$ cat src/verilog/fcnt_cfg.svh
/*
  Constants of the clock-ratio frequency counter: register addresses,
  field positions, reset values, mode codes and timing counts.
  Assumes inclusion by bare name from the package; the design module uses its macros without including it.
*/
// What this block does
// - Only mode code 000 disables the counter
// - Disabling stops counting at once, restartable immediately
// - Nonzero mode enables counter, idle awaiting trigger
// - Writing active bit 1 triggers, clears complete
// - Complete flag writable; writing 1 raises request
// - Complete flag is level request until cleared
// - After sync delay, first gate rise starts counting
// - Gate rise after programmed cycles stops counting
// - Active clears; complete sets few cycles later
// - After completion counters stop, count held
// - 23-bit result readable as word at 0x4008
// - Reading while active returns live count
// - Retrigger while active zeroes count, rewaits edge
// - Window = (2 + code[0]) shifted by code[5:1]
// - Length code above 43 forces one-cycle window
// - Source select 0 LC, 1 divider; off when disabled
// - Mode code selects gate clock source
// - Control bits 4:3 read zero, ignore writes
// - Crystal clock usable as gate source
`ifndef FCNT_CFG_SVH
`define FCNT_CFG_SVH

`define COUNTER_CONTROL_ADDR 8'h9B
`define FC_LEN_ADDR 8'h9D
`define FC_TALLY_ADDR 16'h4008
`define COUNTER_CONTROL_RST 8'h00
`define FC_LEN_RST 6'h00
`define MEASURE_COMPLETE_BIT 7
`define FC_ACTIVE_BIT 6
`define FC_SEL_BIT 5
`define GATE_SOURCE_MODE_MSB 2
`define FC_LEN_MSB 5
`define GATE_SOURCE_MODE_OFF 3'h0
`define GATE_SOURCE_MODE_REF 3'h1
`define GATE_SOURCE_MODE_LPOSC 3'h2
`define GATE_SOURCE_MODE_SYS 3'h3
`define GATE_SOURCE_MODE_XO 3'h4
`define GATE_SOURCE_MODE_SLEEP 3'h6
`define FC_LEN_MAX 6'h2B
`define FC_SYNC_CYC 3'h3
`define MEASURE_COMPLETE_DLY 2

`endif

$ cat src/verilog/fcnt_pkg.sv
/*
  Types of the clock-ratio frequency counter.
  Assumes fcnt_cfg.svh sits on the include path.
*/
`default_nettype none
package fcnt_pkg;
  `include "fcnt_cfg.svh"
  typedef enum logic [2:0] {
    ST_OFF,
    ST_IDLE,
    ST_SYNC,
    ST_WAIT,
    ST_COUNT
  } fc_state_e;
endpackage
`default_nettype wire

$ cat src/verilog/clock_ratio_frequency_counter.sv
/*
  Frequency-ratio counter: a gate clock defines a window in which a
  high-speed clock is tallied; SFR control, XREG readout.
  Assumes all source clocks are asynchronous pins sampled on sys_clk_i,
  and that counted clocks are slower than half of sys_clk_i.
*/
`default_nettype none
module clock_ratio_frequency_counter
  import fcnt_pkg::*;
#(
  parameter int TALLY_W = 23,
  parameter int LEN_W = 6
) (
  // Clock and reset
  input wire logic sys_clk_i,
  input wire logic sys_rst_i,
  // SFR port
  input wire logic [7:0] sfr_addr_i,
  input wire logic sfr_wr_i,
  input wire logic sfr_rd_i,
  input wire logic [7:0] sfr_wdata_i,
  output logic [7:0] sfr_rdata_o,
  // XREG read port
  input wire logic [15:0] xreg_addr_i,
  input wire logic xreg_rd_i,
  output logic [31:0] xreg_rdata_o,
  // Gate clock sources
  input wire logic gate_ref_i,
  input wire logic lposc_clk_i,
  input wire logic crystal_clock_i,
  input wire logic sleep_timer_i,
  // Counted clock sources
  input wire logic lc_oscillator_i,
  input wire logic divider_clk_i,
  // Source enables and status
  output logic lc_osc_enable_o,
  output logic divider_enable_o,
  output logic measure_active_o,
  output logic measure_complete_o
);

  // Window length in gate cycles; codes above the limit give one cycle
  function automatic logic [TALLY_W-1:0] window_len(input logic [LEN_W-1:0] code);
    logic [TALLY_W-1:0] base;
    base = code[0] ? TALLY_W'(3) : TALLY_W'(2);
    if (code > `FC_LEN_MAX) begin
      window_len = TALLY_W'(1);
    end else begin
      window_len = base << code[LEN_W-1:1];
    end
  endfunction

  // Register state
  logic [2:0] mode_ff;
  logic sel_ff;
  logic [LEN_W-1:0] code_ff;
  logic done_ff;
  fc_state_e state_ff;
  logic [2:0] delay_ff;
  logic [TALLY_W-1:0] remain_ff;
  logic [TALLY_W-1:0] tally_ff;
  logic [`MEASURE_COMPLETE_DLY-1:0] done_pipe_ff;
  logic [5:0] sync1_ff;
  logic [5:0] sync2_ff;
  logic [5:0] prev_ff;

  // Decoded strobes
  logic ctrl_wr;
  logic len_wr;
  logic [2:0] wr_mode;
  logic disable_req;
  logic trig;
  logic [5:0] rise;
  logic gate_rise;
  logic count_rise;
  logic finish;
  logic active;

  assign ctrl_wr = sfr_wr_i && (sfr_addr_i == `COUNTER_CONTROL_ADDR);
  assign len_wr = sfr_wr_i && (sfr_addr_i == `FC_LEN_ADDR);
  assign wr_mode = sfr_wdata_i[`GATE_SOURCE_MODE_MSB:0];
  assign disable_req = ctrl_wr && (wr_mode == `GATE_SOURCE_MODE_OFF);
  // Trigger only counts when the same write leaves the block enabled
  assign trig = ctrl_wr && sfr_wdata_i[`FC_ACTIVE_BIT] && (wr_mode != `GATE_SOURCE_MODE_OFF);
  assign active = (state_ff == ST_SYNC) || (state_ff == ST_WAIT) || (state_ff == ST_COUNT);

  // Two-flop synchronisers; edge detection reads only the second stage
  always_ff @(posedge sys_clk_i or posedge sys_rst_i) begin
    if (sys_rst_i) begin
      sync1_ff <= 6'h00;
      sync2_ff <= 6'h00;
      prev_ff <= 6'h00;
    end else begin
      sync1_ff <= {divider_clk_i, lc_oscillator_i, sleep_timer_i,
                   crystal_clock_i, lposc_clk_i, gate_ref_i};
      sync2_ff <= sync1_ff;
      prev_ff <= sync2_ff;
    end
  end

  assign rise = sync2_ff & ~prev_ff;

  // Gate clock select; system clock mode sees an edge every cycle
  always_comb begin
    case (mode_ff)
      `GATE_SOURCE_MODE_REF: gate_rise = rise[0];
      `GATE_SOURCE_MODE_LPOSC: gate_rise = rise[1];
      `GATE_SOURCE_MODE_SYS: gate_rise = 1'b1;
      `GATE_SOURCE_MODE_XO: gate_rise = rise[2];
      `GATE_SOURCE_MODE_SLEEP: gate_rise = rise[3];
      default: gate_rise = 1'b0;
    endcase
  end

  // Counted clock select
  assign count_rise = sel_ff ? rise[5] : rise[4];
  assign finish = (state_ff == ST_COUNT) && gate_rise && (remain_ff == TALLY_W'(1));

  // Control fields; bits 4:3 are not stored
  always_ff @(posedge sys_clk_i or posedge sys_rst_i) begin
    if (sys_rst_i) begin
      mode_ff <= `GATE_SOURCE_MODE_OFF;
      sel_ff <= 1'b0;
    end else if (ctrl_wr) begin
      mode_ff <= wr_mode;
      sel_ff <= sfr_wdata_i[`FC_SEL_BIT];
    end
  end

  // Length code register
  always_ff @(posedge sys_clk_i or posedge sys_rst_i) begin
    if (sys_rst_i) begin
      code_ff <= `FC_LEN_RST;
    end else if (len_wr) begin
      code_ff <= sfr_wdata_i[`FC_LEN_MSB:0];
    end
  end

  // Measurement sequence: off, idle, sync delay, wait edge, count
  always_ff @(posedge sys_clk_i or posedge sys_rst_i) begin
    if (sys_rst_i) begin
      state_ff <= ST_OFF;
      delay_ff <= 3'h0;
      remain_ff <= '0;
    end else if (disable_req) begin
      state_ff <= ST_OFF;
    end else if (trig) begin
      state_ff <= ST_SYNC;
      delay_ff <= 3'h0;
    end else begin
      case (state_ff)
        ST_OFF: begin
          if (ctrl_wr) begin
            state_ff <= ST_IDLE;
          end
        end
        ST_IDLE: begin
          state_ff <= ST_IDLE;
        end
        ST_SYNC: begin
          // Matches the settling time of a real cross-domain trigger
          if (delay_ff == `FC_SYNC_CYC - 3'h1) begin
            state_ff <= ST_WAIT;
          end else begin
            delay_ff <= delay_ff + 3'h1;
          end
        end
        ST_WAIT: begin
          if (gate_rise) begin
            state_ff <= ST_COUNT;
            remain_ff <= window_len(code_ff);
          end
        end
        ST_COUNT: begin
          if (finish) begin
            state_ff <= ST_IDLE;
          end else if (gate_rise) begin
            remain_ff <= remain_ff - TALLY_W'(1);
          end
        end
        default: begin
          state_ff <= ST_OFF;
        end
      endcase
    end
  end

  // Main tally; cleared on trigger or disable, held once idle
  always_ff @(posedge sys_clk_i or posedge sys_rst_i) begin
    if (sys_rst_i) begin
      tally_ff <= '0;
    end else if (trig || disable_req) begin
      tally_ff <= '0;
    end else if ((state_ff == ST_COUNT) && count_rise) begin
      tally_ff <= tally_ff + TALLY_W'(1);
    end
  end

  // Delay from end of window to completion; flushed by restart
  always_ff @(posedge sys_clk_i or posedge sys_rst_i) begin
    if (sys_rst_i) begin
      done_pipe_ff <= '0;
    end else if (trig || disable_req) begin
      done_pipe_ff <= '0;
    end else begin
      done_pipe_ff <= {done_pipe_ff[`MEASURE_COMPLETE_DLY-2:0], finish};
    end
  end

  // Completion flag; hardware set wins over a same-cycle write
  always_ff @(posedge sys_clk_i or posedge sys_rst_i) begin
    if (sys_rst_i) begin
      done_ff <= 1'b0;
    end else if (done_pipe_ff[`MEASURE_COMPLETE_DLY-1]) begin
      done_ff <= 1'b1;
    end else if (ctrl_wr) begin
      done_ff <= sfr_wdata_i[`FC_ACTIVE_BIT] ? 1'b0 : sfr_wdata_i[`MEASURE_COMPLETE_BIT];
    end
  end

  // Status outputs, all from flip-flops
  always_ff @(posedge sys_clk_i or posedge sys_rst_i) begin
    if (sys_rst_i) begin
      lc_osc_enable_o <= 1'b0;
      divider_enable_o <= 1'b0;
      measure_active_o <= 1'b0;
      measure_complete_o <= 1'b0;
    end else begin
      lc_osc_enable_o <= (mode_ff != `GATE_SOURCE_MODE_OFF) && !sel_ff;
      divider_enable_o <= (mode_ff != `GATE_SOURCE_MODE_OFF) && sel_ff;
      measure_active_o <= active;
      measure_complete_o <= done_ff;
    end
  end

  // SFR read data, one cycle after the strobe; unmapped reads zero
  always_ff @(posedge sys_clk_i or posedge sys_rst_i) begin
    if (sys_rst_i) begin
      sfr_rdata_o <= 8'h00;
    end else if (sfr_rd_i) begin
      case (sfr_addr_i)
        `COUNTER_CONTROL_ADDR: sfr_rdata_o <= {done_ff, active, sel_ff, 2'h0, mode_ff};
        `FC_LEN_ADDR: sfr_rdata_o <= {2'h0, code_ff};
        default: sfr_rdata_o <= 8'h00;
      endcase
    end
  end

  // XREG readout shows the live tally while counting
  always_ff @(posedge sys_clk_i or posedge sys_rst_i) begin
    if (sys_rst_i) begin
      xreg_rdata_o <= 32'h00000000;
    end else if (xreg_rd_i) begin
      if (xreg_addr_i == `FC_TALLY_ADDR) begin
        xreg_rdata_o <= {{(32-TALLY_W){1'b0}}, tally_ff};
      end else begin
        xreg_rdata_o <= 32'h00000000;
      end
    end
  end

endmodule
`default_nettype wire

$ cat config.mk
export PLATFORM = sky130hd
export DESIGN_NAME = clock_ratio_frequency_counter
export DESIGN_NICKNAME = d
export VERILOG_FILES = /design/src/verilog/fcnt_pkg.sv /design/src/verilog/clock_ratio_frequency_counter.sv
export VERILOG_INCLUDE_DIRS = /design/src /design/src/verilog
export SDC_FILE = /design/constraint.sdc
export NUM_CORES = 1
export LEC_CHECK = 0
export BUFFER_PORTS_ARGS = -buffer_cell sky130_fd_sc_hd__buf_4
export CAP_MARGIN = 40
export CORE_MARGIN = 2
export CORE_UTILIZATION = 57
export CTS_CLUSTER_DIAMETER = 50
export CTS_CLUSTER_SIZE = 10
export DETAILED_ROUTE_END_ITERATION = 12
export PLACE_DENSITY_LB_ADDON = 0.1
export SYNTH_ARGS = -nofsm -noshare
export SYNTH_HDL_FRONTEND = slang
export SYNTH_SLANG_ARGS = --single-unit
$ cat constraint.sdc
create_clock -name sys_clk_i -period 4.45 [get_ports sys_clk_i]
set_input_delay 0.89 -clock sys_clk_i [delete_from_list [all_inputs] [get_ports sys_clk_i]]
set_output_delay 0.89 -clock sys_clk_i [all_outputs]
set_load 0.005 [all_outputs]
==> impl_metrics.csv <==
group,metric,value,unit
timing,slew_violations,0,
power,p_per_area,378,nW/um^2
synthesis,async_reset_ff_share,100,%
detailed_routing,dr.pass1.iters,5,
synthesis,ys_types,61,
setup_path,slowest_delay,0.74,ns
floorplanning,die_x,105,microns
detailed_routing,drtAntennaViolNets,0,
setup_path,critPathRequiredTime,4.86,ns
synthesis,yosysWarnings,0,
setup_path,endpoint_kind,"flip-flop",
synthesis,ys.flop_type,"dfrtp_1",
grt,grt_pass1_wl,22900,microns
timing,setup_ws,1.54,ns
power,power,2670,uW
power,p_leak,0.00300,uW
setup_path,cp_top_family,"compound AO/OA/AOI/OAI gates",
cts,clock-sinks,118,
layout,diodes,0,
grt,antenna_found_initial,0,
layout,drive_above_1_share,21.4,%
setup_path,worst-path-max-fanout,19,
timing,tns,0,ns
power,ir_drop,0.000202,V
placement,dpl_worst_slack,1.51,ns
cts,clkLatencyLatePin,0.52,ns
layout,regArea,2950,sq um
detailed_routing,via_per_inst,5.96,
cts,cts-root-buf,"clkbuf_8",
detailed_routing,detail_route.wl_per_cell,16.9,microns
detailed_routing,drt_wl_total,13800,microns
layout,layout.nets,714,
floorplanning,die_h,105,microns
grt,grt_usage,26.1,%
cts,cts_buffer_depth,2,
layout,utilization,72.0,%
floorplanning,initial_utilization,59.1,%
cts,clkSlewWorstSetupHoldPaths,0.06,ns
synthesis,synth.avg_cell_area,9.89,sq um
setup_path,criticalPathCategory,"reg -> reg",
timing,finalSetupViolCount,0,
floorplanning,die_area,11000,sq um
grt,overflow,0,
detailed_routing,dr_total_vias,4837,
synthesis,syn_inst,587,
placement,place.port_buffers,77,
status,outcome,"finished clean",
layout,multi_input_area,2580,sq um
setup_path,path_cells,"or3b_2, a211oi_1, o31ai_1, a21oi_2, mux2_2",
timing,tightest_slew,0.916,ns
timing,skew,0.0129,ns
synthesis,ys_seq_area_share,50.9,%
hold_path,min_path_type,"in -> async",
synthesis,ys_seq_elements,118,
cts,numCtsBuffers,17,
setup_path,cp-start-kind,"flip-flop",
synthesis,synth_edf_count,0,
grt,grt_pass1_vias,4729,
placement,dp_hpwl,9410,microns
cts,cts_tree,"done",
timing,fin_crit_sh,65.4,%
timing,rsz0062_at_grt,"no",
setup_path,crit_buf_inv,0,
placement,gp_congestion,0.959,
floorplanning,ios,87,
cts,cts_resized,0,
layout,fin_cells,812,
grt,grt_max_degree,61,
cts,cts_setup_buffers,0,
detailed_routing,drt_iter0_drc,213,
layout,area_growth,21.8,%
timing,relSlewSlack,38.5,%
floorplanning,rows,36,
setup_path,worst_path_max_delay_cell,"a21oi_2",
setup_path,arrival,3.32,ns
job,maxCapViolCount,0,
placement,dp_cells,780,
detailed_routing,route.detailed.drc,0,
timing,finalCriticalPeriod,2.91,ns
layout,fillers,732,
cts,cts_hold_buf,0,
floorplanning,core_area,9820,sq um
timing,max_freq,343,MHz
timing,hold_viol_final,0,
synthesis,synth.cell_area,5810,sq um
cts,h-tree-depth,4,
[metrics by stage]
stage	hold WS, ns	area [sq um]
floorplan	0.331	5840
global placement	0.332	6470
detailed placement	0.337	6510
CTS	0.276	7070
global route	0.287	7070
finish	0.286	7070
[synth_stat cells, drive strengths merged, types with 7 or more instances]
cell	count	area [sq um]
inv	38	143
dfrtp	118	2950
or3	8	55.1
a211oi	9	72.6
buf	15	96.3
clkbuf	19	71.3
nand2	49	184
nor4	7	43.8
a21oi	14	73.8
nand4	11	68.8
nor3	12	60.1
xnor2	8	70.1
o21ai	39	195
nor2	47	176
mux2	11	124
a22o	17	149
nor2b	10	62.6
nand3	20	100
xor2	16	140
o22ai	8	50.1
o32ai	8	77.6
o211ai	19	143
[layout make-up]
cell class              instances  area share, %
repair buffers                 86           9.38
well taps                     133           2.35
inverters                      38           2.05
clock buffers                  22           6.55
flip-flops and latches        118           41.7
clock inverters                10           1.38
multi-input cells             405           36.5
[state kept, by name (all words and copies together), names as in the netlist, 2 cells and up]
| signal | count |
|---|---|
| done_pipe_ff | 2 |
| tally_ff | 23 |
| sfr_rdata_o | 8 |
| prev_ff | 6 |
| code_ff | 6 |
| sync2_ff | 6 |
| delay_ff | 3 |
| sync1_ff | 6 |
| mode_ff | 3 |
| state_ff | 3 |
| remain_ff | 23 |
| xreg_rdata_o | 23 |
[kinds of logic (layout without fill, tap and decap cells)]
family                     after synthesis  after routing  share of synthesized area, %
AOI/OAI and AO/OA                      148            148                          18.0
xor gates and xnor gates                24             24                          3.62
adders and majority gates                5              5                          1.08
buffers and inverters                   72            156                          5.34
DFF                                    118            118                          50.9
muxes                                   13             13                          2.48
other                                    1              9                        0.0646
and+or+nand+nor                        206            206                          18.5
[cell usage in the layout, fill, tap and decap left out, drive strengths merged, types with 10 or more instances in the layout]
cell type,netlist,routed
nor3,12,12
xor2,16,16
o21ai,39,39
o211ai,19,19
clkbuf,19,22
a21oi,14,14
nor2,47,47
buf,15,86
nand3,20,20
nand4,11,11
mux2,11,11
dfrtp,118,118
inv,38,39
nor2b,10,10
nand2,49,49
a22o,17,17
[path summary, 6_finish.rpt]
| check | cells after the start | to | start | slack [ns] |
|---|---|---|---|---|
| hold / removal | 2 | xreg_rdata_o[6] | sys_rst_i | 0.29 |
| setup / recovery | 5 | remain_ff[1] | mode_ff[1] | 1.54 |
| hold reg to reg | 0 | sync2_ff[5] | sync1_ff[5] | 0.35 |
| max in group asynchronous | 3 | state_ff[0] | sys_rst_i | 3.58 |
| min in group sys_clk_i | 0 | sync2_ff[5] | sync1_ff[5] | 0.35 |
| setup reg to reg | 5 | remain_ff[1] | mode_ff[1] | 1.54 |
[metal layers]
layer | global-route usage (%) | share of wire (%)
met2 | 43.4 | 51
met5 | 0 | 0
met3 | 5.99 | 5.5
met1 | 33.4 | 42
met4 | 9.81 | 1.7
[where the power goes]
part	leakage (uW)	switching, uW	total [uW]	internal, uW
logic	0.00128	127	223	95.5
registers	0.00147	53.3	1170	1120
clock network	0.000256	492	1280	785
Note: power is estimated with default switching activity, not from simulation.
